### src/logic/sfpg_pkg.sv
//=============================================================
// shared function port group constants
//=============================================================
// Overview of operation
// - low port, three bits, per-bit direction
// - reset clears low direction and latch
// - middle low pin edges set interrupt
// - lowest low pin selectable as interrupt
// - single port latch resets to one
// - single pin falling edge sets interrupt
// - single port reads latch or pin
// - single port reads only bit zero
// - wide port direction plus analog disable
// - reset makes wide pins digital inputs
// - selected channel becomes analog input
// - direction one drives wide latch bit
// - analog and output pins read latch, inputs level
// - latch never driven onto analog pin
// - input-mode bits read pin level
// - pins sampled at the read access
// - pins change right after the write
// - select bit zero port, one interrupt
package sfpg_pkg;

  //===========================================================
  // register offsets
  //===========================================================
  localparam logic [7:0] LOW_LATCH_ADDR   = 8'h01;
  localparam logic [7:0] SINGLE_LATCH_ADDR = 8'h02;
  localparam logic [7:0] WIDE_LATCH_ADDR  = 8'h03;
  localparam logic [7:0] LOW_DIR_ADDR     = 8'h09;
  localparam logic [7:0] WIDE_DIR_ADDR    = 8'h0a;
  localparam logic [7:0] SINGLE_PIN_ADDR  = 8'h0d;
  localparam logic [7:0] CONV_CTRL_ADDR   = 8'h0e;
  localparam logic [7:0] IRQ_CTRL_ADDR    = 8'h37;

  //===========================================================
  // field positions
  //===========================================================
  localparam int CONV_DISABLE_BIT  = 4;
  localparam int CONV_SEL_LSB      = 0;
  localparam int IRQ_NOISE_BIT     = 7;
  localparam int IRQ_ZERO_SEL_BIT  = 6;
  localparam int IRQ_ONE_EDGE_BIT  = 1;

  //===========================================================
  // reset values
  //===========================================================
  localparam logic [2:0] LOW_DIR_RST      = 3'h0;
  localparam logic [2:0] LOW_LATCH_RST    = 3'h0;
  localparam logic       SINGLE_LATCH_RST = 1'b1;
  localparam logic [7:0] WIDE_DIR_RST     = 8'h00;
  localparam logic [7:0] WIDE_LATCH_RST   = 8'h00;
  localparam logic       CONV_DISABLE_RST = 1'b1;
  localparam logic [3:0] CONV_SEL_RST     = 4'h0;
  localparam logic [7:0] IRQ_CTRL_RST     = 8'h00;

endpackage

### src/logic/sfpg_edge_det.sv
`timescale 1ns/1ps
// edge detector per bit; pins are taken as synchronous to clk_sys
module sfpg_edge_det #(
  parameter int WIDTH = 3
) (
  input  wire logic             clk_sys,
  input  wire logic             resetn,
  input  wire logic [WIDTH-1:0] level,
  input  wire logic [WIDTH-1:0] rise_en,
  input  wire logic [WIDTH-1:0] fall_en,
  output logic      [WIDTH-1:0] pulse
);

  logic [WIDTH-1:0] prev_reg;
  logic [WIDTH-1:0] prev_next;
  logic             armed_reg;
  logic             armed_next;

  always_comb begin
    prev_next  = level;
    armed_next = 1'b1;
  end

  // pulses wait until one real level has been sampled after reset,
  // so a pin that idles high gives no false edge at release
  always_ff @(posedge clk_sys or negedge resetn) begin
    if (!resetn) begin
      prev_reg  <= '0;
      armed_reg <= 1'b0;
    end else begin
      prev_reg  <= prev_next;
      armed_reg <= armed_next;
    end
  end

  genvar i;
  generate
    for (i = 0; i < WIDTH; i++) begin : g_bit
      assign pulse[i] = armed_reg &
                        ((rise_en[i] & level[i] & ~prev_reg[i]) |
                         (fall_en[i] & ~level[i] & prev_reg[i]));
    end
  endgenerate

endmodule

### src/logic/sfpg_port_group.sv
// The implementer's own choices: the address-and-strobe port and the register offsets.
`timescale 1ns/1ps
module sfpg_port_group #(
  parameter int LOW_W  = 3,
  parameter int WIDE_W = 8
) (
  input  wire logic              clk_sys,
  input  wire logic              resetn,
  input  wire logic [7:0]        reg_addr,
  input  wire logic [7:0]        reg_wdata,
  input  wire logic              reg_wr,
  input  wire logic              reg_rd,
  output logic      [7:0]        reg_rdata,
  input  wire logic [LOW_W-1:0]  low_pin_in,
  output logic      [LOW_W-1:0]  low_pin_out,
  output logic      [LOW_W-1:0]  low_pin_oe,
  input  wire logic [LOW_W-1:0]  low_alt_out,
  input  wire logic              single_pin_in,
  output logic                   single_pin_out,
  output logic                   single_pin_oe,
  input  wire logic [WIDE_W-1:0] wide_pin_in,
  output logic      [WIDE_W-1:0] wide_pin_out,
  output logic      [WIDE_W-1:0] wide_pin_oe,
  input  wire logic [WIDE_W-1:0] wide_alt_out,
  output logic                   analog_input_disable,
  output logic      [3:0]        analog_channel_select,
  output logic      [WIDE_W-1:0] wide_analog_mask,
  output logic                   irq_zero_event,
  output logic                   irq_one_event,
  output logic                   irq_single_event
);

  //===========================================================
  // register state
  //===========================================================
  logic [LOW_W-1:0]  low_port_direction_reg;
  logic [LOW_W-1:0]  low_port_direction_next;
  logic [LOW_W-1:0]  low_port_latch_reg;
  logic [LOW_W-1:0]  low_port_latch_next;
  logic              single_port_latch_reg;
  logic              single_port_latch_next;
  logic [WIDE_W-1:0] wide_port_direction_reg;
  logic [WIDE_W-1:0] wide_port_direction_next;
  logic [WIDE_W-1:0] wide_port_latch_reg;
  logic [WIDE_W-1:0] wide_port_latch_next;
  logic              conv_disable_reg;
  logic              conv_disable_next;
  logic [3:0]        conv_select_reg;
  logic [3:0]        conv_select_next;
  logic              irq_noise_reg;
  logic              irq_noise_next;
  logic              irq_zero_sel_reg;
  logic              irq_zero_sel_next;
  logic              irq_one_edge_reg;
  logic              irq_one_edge_next;
  logic [7:0]        rdata_reg;
  logic [7:0]        rdata_next;

  logic [WIDE_W-1:0] low_view;
  logic [WIDE_W-1:0] wide_view;
  logic [7:0]        irq_ctrl_view;

  //===========================================================
  // register writes
  //===========================================================
  always_comb begin
    low_port_direction_next  = low_port_direction_reg;
    low_port_latch_next      = low_port_latch_reg;
    single_port_latch_next   = single_port_latch_reg;
    wide_port_direction_next = wide_port_direction_reg;
    wide_port_latch_next     = wide_port_latch_reg;
    conv_disable_next        = conv_disable_reg;
    conv_select_next         = conv_select_reg;
    irq_noise_next           = irq_noise_reg;
    irq_zero_sel_next        = irq_zero_sel_reg;
    irq_one_edge_next        = irq_one_edge_reg;
    if (reg_wr) begin
      // narrow ports keep only their implemented bits
      if (reg_addr == sfpg_pkg::LOW_LATCH_ADDR) begin
        low_port_latch_next = reg_wdata[LOW_W-1:0];
      end else if (reg_addr == sfpg_pkg::LOW_DIR_ADDR) begin
        low_port_direction_next = reg_wdata[LOW_W-1:0];
      end else if (reg_addr == sfpg_pkg::SINGLE_LATCH_ADDR) begin
        single_port_latch_next = reg_wdata[0];
      end else if (reg_addr == sfpg_pkg::WIDE_LATCH_ADDR) begin
        // analog pins still take the latch write, only the drive is held
        wide_port_latch_next = reg_wdata[WIDE_W-1:0];
      end else if (reg_addr == sfpg_pkg::WIDE_DIR_ADDR) begin
        wide_port_direction_next = reg_wdata[WIDE_W-1:0];
      end else if (reg_addr == sfpg_pkg::CONV_CTRL_ADDR) begin
        conv_disable_next = reg_wdata[sfpg_pkg::CONV_DISABLE_BIT];
        conv_select_next  = reg_wdata[sfpg_pkg::CONV_SEL_LSB +: 4];
      end else if (reg_addr == sfpg_pkg::IRQ_CTRL_ADDR) begin
        irq_noise_next    = reg_wdata[sfpg_pkg::IRQ_NOISE_BIT];
        irq_zero_sel_next = reg_wdata[sfpg_pkg::IRQ_ZERO_SEL_BIT];
        irq_one_edge_next = reg_wdata[sfpg_pkg::IRQ_ONE_EDGE_BIT];
      end
    end
  end

  always_ff @(posedge clk_sys or negedge resetn) begin
    if (!resetn) begin
      low_port_direction_reg  <= sfpg_pkg::LOW_DIR_RST;
      low_port_latch_reg      <= sfpg_pkg::LOW_LATCH_RST;
      single_port_latch_reg   <= sfpg_pkg::SINGLE_LATCH_RST;
      wide_port_direction_reg <= sfpg_pkg::WIDE_DIR_RST;
      wide_port_latch_reg     <= sfpg_pkg::WIDE_LATCH_RST;
      conv_disable_reg        <= sfpg_pkg::CONV_DISABLE_RST;
      conv_select_reg         <= sfpg_pkg::CONV_SEL_RST;
      irq_noise_reg           <= sfpg_pkg::IRQ_CTRL_RST[7];
      irq_zero_sel_reg        <= sfpg_pkg::IRQ_CTRL_RST[6];
      irq_one_edge_reg        <= sfpg_pkg::IRQ_CTRL_RST[1];
    end else begin
      low_port_direction_reg  <= low_port_direction_next;
      low_port_latch_reg      <= low_port_latch_next;
      single_port_latch_reg   <= single_port_latch_next;
      wide_port_direction_reg <= wide_port_direction_next;
      wide_port_latch_reg     <= wide_port_latch_next;
      conv_disable_reg        <= conv_disable_next;
      conv_select_reg         <= conv_select_next;
      irq_noise_reg           <= irq_noise_next;
      irq_zero_sel_reg        <= irq_zero_sel_next;
      irq_one_edge_reg        <= irq_one_edge_next;
    end
  end

  //===========================================================
  // analog channel decode
  //===========================================================
  // select codes beyond the wide port width pick no pin
  genvar gi;
  generate
    for (gi = 0; gi < WIDE_W; gi++) begin : g_analog
      assign wide_analog_mask[gi] = ~conv_disable_reg &
                                    (conv_select_reg == gi);
    end
  endgenerate

  assign analog_input_disable  = conv_disable_reg;
  assign analog_channel_select = conv_select_reg;

  //===========================================================
  // pin drive
  //===========================================================
  // function outputs are and-ed with the latch, so a latch left at
  // one hands the pin to the shared function
  assign low_pin_out = low_port_latch_reg & low_alt_out;
  assign low_pin_oe  = low_port_direction_reg &
                       ~{{(LOW_W-1){1'b0}}, irq_zero_sel_reg};
  // single pin is open drain: a latch of one releases it to input
  assign single_pin_out = 1'b0;
  assign single_pin_oe  = ~single_port_latch_reg;
  assign wide_pin_out   = wide_port_latch_reg & wide_alt_out;
  assign wide_pin_oe    = wide_port_direction_reg &
                          ~wide_analog_mask;

  //===========================================================
  // read paths
  //===========================================================
  assign low_view = {{(WIDE_W-LOW_W){1'b0}},
                     (low_port_direction_reg & low_port_latch_reg) |
                     (~low_port_direction_reg & low_pin_in)};
  assign wide_view = (wide_analog_mask & wide_port_latch_reg) |
                     (~wide_analog_mask & wide_port_direction_reg &
                      wide_port_latch_reg) |
                     (~wide_analog_mask & ~wide_port_direction_reg &
                      wide_pin_in);
  assign irq_ctrl_view = {irq_noise_reg, irq_zero_sel_reg, 4'h0,
                          irq_one_edge_reg, 1'b0};

  // pins are sampled on the edge that takes the read strobe
  always_comb begin
    rdata_next = 8'h00;
    if (reg_rd) begin
      if (reg_addr == sfpg_pkg::LOW_LATCH_ADDR) begin
        rdata_next = low_view;
      end else if (reg_addr == sfpg_pkg::LOW_DIR_ADDR) begin
        rdata_next = {5'h00, low_port_direction_reg};
      end else if (reg_addr == sfpg_pkg::SINGLE_LATCH_ADDR) begin
        rdata_next = {7'h00, single_port_latch_reg};
      end else if (reg_addr == sfpg_pkg::SINGLE_PIN_ADDR) begin
        // upper bits are undefined to software; zero is given
        rdata_next = {7'h00, single_pin_in};
      end else if (reg_addr == sfpg_pkg::WIDE_LATCH_ADDR) begin
        rdata_next = wide_view;
      end else if (reg_addr == sfpg_pkg::WIDE_DIR_ADDR) begin
        rdata_next = wide_port_direction_reg;
      end else if (reg_addr == sfpg_pkg::CONV_CTRL_ADDR) begin
        rdata_next = {3'h0, conv_disable_reg, conv_select_reg};
      end else if (reg_addr == sfpg_pkg::IRQ_CTRL_ADDR) begin
        rdata_next = irq_ctrl_view;
      end
    end
  end

  always_ff @(posedge clk_sys or negedge resetn) begin
    if (!resetn) begin
      rdata_reg <= 8'h00;
    end else begin
      rdata_reg <= rdata_next;
    end
  end

  assign reg_rdata = rdata_reg;

  //===========================================================
  // external interrupt edges
  //===========================================================
  // detection looks at the pin itself, so a driven output still
  // raises its event; masking is the interrupt controller's job
  logic [2:0] edge_level;
  logic [2:0] edge_rise;
  logic [2:0] edge_fall;
  logic [2:0] edge_pulse;

  assign edge_level = {single_pin_in, low_pin_in[1], low_pin_in[0]};
  assign edge_rise  = {1'b0, ~irq_one_edge_reg, 1'b0};
  assign edge_fall  = {1'b1, irq_one_edge_reg, irq_zero_sel_reg};

  sfpg_edge_det #(
    .WIDTH (3)
  ) u_edge (
    .clk_sys (clk_sys),
    .resetn  (resetn),
    .level   (edge_level),
    .rise_en (edge_rise),
    .fall_en (edge_fall),
    .pulse   (edge_pulse)
  );

  assign irq_zero_event   = edge_pulse[0];
  assign irq_one_event    = edge_pulse[1];
  assign irq_single_event = edge_pulse[2];
endmodule

### config.mk
export PLATFORM = sky130hd
export DESIGN_NAME = sfpg_port_group
export DESIGN_NICKNAME = d
export VERILOG_FILES = /design/src/logic/sfpg_pkg.sv /design/src/logic/sfpg_edge_det.sv /design/src/logic/sfpg_port_group.sv
export SDC_FILE = /design/constraint.sdc
export NUM_CORES = 1
export LEC_CHECK = 0
export ABC_CLOCK_PERIOD_IN_PS = 1400
export BUFFER_PORTS_ARGS = -buffer_cell sky130_fd_sc_hd__buf_2
export CAP_MARGIN = 20
export CORE_MARGIN = 4
export CORE_UTILIZATION = 44
export DETAILED_ROUTE_END_ITERATION = 8
export HOLD_SLACK_MARGIN = 0.15
export PLACE_DENSITY = 0.72
export SLEW_MARGIN = 20
export SYNTH_ARGS = -nofsm -noshare
export SYNTH_HDL_FRONTEND = slang
export SYNTH_SLANG_ARGS = --single-unit
### constraint.sdc
create_clock -name clk_sys -period 1.4 [get_ports clk_sys]
set_input_delay 0.28 -clock clk_sys [delete_from_list [all_inputs] [get_ports clk_sys]]
set_output_delay 0.28 -clock clk_sys [all_outputs]
set_load 0.02 [all_outputs]
# Word-level counts from Yosys, hierarchy flattened
# Cells that the tools add are included.
# classes
add_sub_neg	0
multipliers	0
n_div	0
n_lt_le_gt_ge	0
eq_ne	15
shift	0
mux	9
bitwise	49
n_reduce_logical	8
# ops
operator	n
$mux 8	9
$and 8x8->8	6
$eq 8x4->1 const B	4
$and 1x1->1	18
$eq 4x3->1 const B	4
$eq 8x2->1 const B	2
$not 8->8	2
$or 8x8->8	2
$not 1->1	13
$and 3x3->3	4
$eq 4x2->1 const B	2
$eq 8x1->1 const B	1
$eq 8x6->1 const B	1
$reduce_and 8->1	1
$reduce_and 7->1	1
$reduce_and 6->1	1
$reduce_and 5->1	1
$eq 4x1->1 const B	1
$logic_not 4->1	1
$reduce_and 4->1	1
$not 1->3	1
$not 3->3	1
$or 3x3->3	1
$reduce_and 3->1	1
other kinds (2)	2
# word_totals
regBits	43
latchBits	0
mem_bits_rw	0
rom_bits	0
in_bits	43
out_inout_bits	48
memories	0

# Depth between registers and ports, before layout
# logic_depth
ltp_word	13
mapped_depth	5

# Modules after synthesis
# From an unflattened synthesis, not the netlist that was laid out.
# unflattened
cells_unflattened	225
area_unflattened_um2	2431.1
# by_module_without_submodules
mod	n_inst	cells_each	area_each_um2	seq_area_each_um2
sfpg_port_group	1	211	2263.4	978.4
sfpg_edge_det	1	14	167.7	100.1

# Worst setup path after synthesis
# No wires, ideal clock.
# synth_timing
kind	register -> output
start	reg conv_select_reg[0] (netlist: analog_channel_select[0])
end	out wide_pin_oe[0]
arrival_ns	1.809
slack_ns	-0.689
stages_incl_launch_ff	5
cell_sequence	dfrtp_1 > clkbuf_1 > or3_1 > nor3_1 > nor2b_1
# synth_via
elab_chain_cells	4
# synth_lines
element	line	source
from (decl)	sfpg_port_group.sv:48	logic [3:0] conv_select_reg;
from (signal assigned)	sfpg_port_group.sv:109	conv_select_reg <= sfpg_pkg::CONV_SEL_RST;
from (signal assigned)	sfpg_port_group.sv:120	conv_select_reg <= conv_select_next;
$logic_not 4->1	sfpg_port_group.sv:135	(conv_select_reg == gi);
$and 1x1->1	sfpg_port_group.sv:134	assign wide_analog_mask[gi] = ~conv_disable_reg &
via wide_analog_mask[0]	sfpg_port_group.sv:27	output logic [WIDE_W-1:0] wide_analog_mask,
$not 8->8	sfpg_port_group.sv:155	~wide_analog_mask;
$and 8x8->8	sfpg_port_group.sv:154	assign wide_pin_oe = wide_port_direction_reg &
to (decl)	sfpg_port_group.sv:23	output logic [WIDE_W-1:0] wide_pin_oe,
# The timed path passes the listed nets, and every way through them passes these cells.

# Worst setup path after layout
# layout_timing
start	reg conv_select_reg[0] (netlist: analog_channel_select[0])
end	out wide_pin_oe[0]
# layout_via
elab_chain_cells	4
# layout_lines
element	line
$logic_not 4->1	sfpg_port_group.sv:135
$and 1x1->1	sfpg_port_group.sv:134
$not 8->8	sfpg_port_group.sv:155
$and 8x8->8	sfpg_port_group.sv:154
# Every way passes these cells.

==> flow_metrics.tcl <==
set metrics [dict create \
    port_buffers 89 \
    grt_antenna_before_repair 0 \
    cp_data_required_time_ps 1120 \
    layout-area-overhead-vs-synth_pct 74.4 \
    netlist_top_cells_area "dfrtp_1 42%, mux2_2 15%, and2_1 3.9%" \
    status "complete, but fails checks" \
    critical-path-max-stage-delay_ps 460 \
    timing.critical_path.arrival_ps 1680 \
    synth.top_cell.area_share_pct 42.4 \
    cts_h_tree_depth 2 \
    antenna_left 0 \
    die_h_um 82.1 \
    number_of_ports_placed_on_the_die_boundary 91 \
    globalRouteOverflowTotal 0 \
    ys.flop_type "dfrtp_1" \
    clk_lat_worst_skew_ps 310 \
    drt_pass1_iterations 5 \
    synth.yosys.seq_area_share_pct 44.6 \
    timing.max_slew.rel_slack_pct 60.2 \
    fp.coreArea_sq_um 5200 \
    postSynthAreaPerCell_sq_um 10.6 \
    rsz_0062_raised_after_global_routing "true" \
    fin_crit_sh_pct 140 \
    worst_r2r_startpoint "analog_channel_select[0]" \
    remaining_drc_errors 0 \
    wl_per_cell_um 21.8 \
    cts.root.buffer_cell "clkbuf_8" \
    post_route_cells_drive_above_1_share_pct 66.8 \
    cts.path.max_buffers 2 \
    yosysMostFrequentCell "dfrtp_1" \
    crit_path_max_fanout 5 \
    grt_max_degree 44 \
    syn_area_sq_um 2420 \
    dp_slack_ps -575 \
    skew_ps 14.4 \
    grtUsageTotal_pct 27.2 \
    postPlaceCellArea_sq_um 3430 \
    total_leakage_power_uw 0.00207 \
    power.ir.vdd_worst_v 0.000792 \
    cts_buffers 5 \
    largest_family_of_logic_cells_by_synthesized_area "simple AND/OR/NAND/NOR gates" \
    hold_viol_final 0 \
    die-width_um 82.1 \
    tightestPinTransition_ps 595 \
    post_synth_and_or_nand_nor_area_fraction_pct 22.5 \
    synth.area.mux_share_pct 19.1 \
    worst_setup_hold_path_clk_slew_ps 100 \
    post-dp-hpwl_um 5470 \
    critPathSlowestCell "dfrtp_2" \
    synth_xor_xnor_area_share_pct 0 \
    grt_first_pass_wirelength_um 13500 \
    syn_nets 271 \
    drv.max_cap_violation_count 0 \
    timing.final.max_slew_violations 0 \
    die_area_sq_um 6740 \
    totalPowerFinal_uw 3180 \
    vias_per_cell 5.87 \
    via_count 2706 \
    finalWeightedCongestion 0.876 \
    fin_worst_hold_slack_ps 238 \
    tritoncts_clock_tree "yes" \
    period_minus_slack_ps 1960 \
    commonest_cells_in_the_netlist "41 x dfrtp_1, 33 x mux2_2, 15 x and2_1, 15 x nand2_1, 12 x nor2b_1" \
    startpoint_of_the_tightest_hold_check_path "reg_wdata[5]" \
    synth-compound-area-share_pct 10.4 \
    initial_core_util_pct 46.4 \
    critPathLaunchType "register" \
    crit_path_end_kind "output pin" \
    detail_route.wirelength_um 10000 \
    timing.critical_path.from "analog_channel_select[0]" \
    failed_checks "setup timing" \
    synthDistinctLibCells 48 \
    post_synthesis_cells 228 \
    fmax_mhz 511 \
    yosysWarningCount 0 \
    asyncSetResetFlopFracSynth_pct 100 \
    design_area_sq_um 4220 \
    report.final.setup_viol 56 \
    cp_cell_sequence "or3_4 > nor3_4 > nor2b_2 > buf_6" \
    layout_filler_cell_count 289 \
    detailed_route_iter0_violations 267 \
    yosysTopAreaCell "dfrtp_1" \
    std_cell_rows 26 \
    p_per_area_nw_per_um2 754 \
    setup_slack_ps -557 \
    synthAdderAreaFrac_pct 0 \
    critPathKind "reg -> out" \
    ys_seq_elements 43 \
    nets 433 \
    first_global_vias 2565 \
    min_delay_path_class "in -> reg" \
    synth_enable_flop_cells 0 \
    diodes 0 \
    cts_sinks 43 \
]
==> through the flow <==
stage,std cells,util [%],setup TNS [ps]
after CTS,447,76.6,-10610
final,461,81.0,-14920
after global routing,461,81.0,-16480
after global placement,423,66.0,-19360
after detailed placement,423,66.0,-20170
after floorplan,228,-,-12120
==> worst max-delay path, delay by kind of cell (launching register included) <==
kind / cells / cell delay, ps
and+or+nand+nor: 3 / 770
DFF: 1 / 460
buffers and inverters: 1 / 140
==> cells in the final DEF, fill, tap and decap left out, types with 3 or more instances in the layout <==
| cell | synthesis | final |
|---|---|---|
| a21oi_1 | 8 | 4 |
| a21oi_2 | 0 | 4 |
| and2_1 | 15 | 13 |
| buf_2 | 1 | 67 |
| buf_4 | 4 | 59 |
| buf_6 | 0 | 31 |
| buf_8 | 0 | 3 |
| clkbuf_8 | 0 | 6 |
| dfrtp_1 | 41 | 36 |
| dfrtp_2 | 0 | 5 |
| dlygate4sd3_1 | 0 | 4 |
| inv_1 | 4 | 4 |
| mux2_2 | 33 | 24 |
| mux2_4 | 0 | 9 |
| mux2i_1 | 9 | 7 |
| nand2_1 | 15 | 11 |
| nand2_8 | 0 | 3 |
| nand2b_1 | 5 | 5 |
| nand3_1 | 4 | 4 |
| nand3b_1 | 3 | 3 |
| nor2_1 | 9 | 5 |
| nor2_4 | 0 | 3 |
| nor2b_4 | 0 | 8 |
| nor3_4 | 0 | 5 |
==> cell families (layout without fill, tap and decap cells) <==
group,after synthesis,count (layout)
flops,43,43
buf+inv,15,178
mux,42,42
compound gates,36,36
simple gates,90,90
other cells,2,2
==> final cells by class <==
| cell class | instances | area (sq um) | area share, % |
|---|---|---|---|
| Clock buffer | 6 | 82.6 | 1.96 |
| Clock inverter | 2 | 35.0 | 0.831 |
| Inverter | 4 | 15.0 | 0.356 |
| Multi-Input combinational cell | 170 | 1660 | 39.3 |
| Sequential cell | 43 | 1080 | 25.7 |
| Tap cell | 70 | 87.6 | 2.08 |
| Timing Repair Buffer | 166 | 1250 | 29.7 |
==> per-layer routing <==
metal | track usage, % | share of wire (%)
met1 | 34.9 | 38
met2 | 45.6 | 48
met3 | 5.75 | 8.2
met4 | 9.30 | 5.6
met5 | 0 | 0
==> worst paths after layout <==
check                           cells past startpoint  slack [ps]                       end
min in group asynchronous                           3         470  analog_channel_select[2]
worst min-delay path                                2         240    wide_port_latch_reg[5]
max in group asynchronous                           3         660      analog_input_disable
worst max register to register                      6        -460              reg_rdata[0]
worst max-delay path                                4        -560            wide_pin_oe[0]
worst min register to register                      1         540             irq_noise_reg
==> what timing repair did <==
| item | 4_1_cts | 5_1_grt |
|---|---|---|
| hold endpoints to repair | 44 | 0 |
| gates cloned | 0 | 0 |
| pin swaps | 27 | 19 |
| hold buffers | 4 | 0 |
| setup endpoints to repair | 56 | 61 |
| setup buffers | 13 | 15 |
| gates resized for setup | 77 | 28 |
==> where the power goes <==
| part | switching, uW | leakage (uW) | total (uW) | internal (uW) |
|---|---|---|---|---|
| clock | 455 | 0.0000612 | 1030 | 578 |
| sequential | 58.2 | 0.000571 | 1350 | 1290 |
| combinational | 401 | 0.00144 | 793 | 393 |
Note: power is estimated with default switching activity, not from simulation.
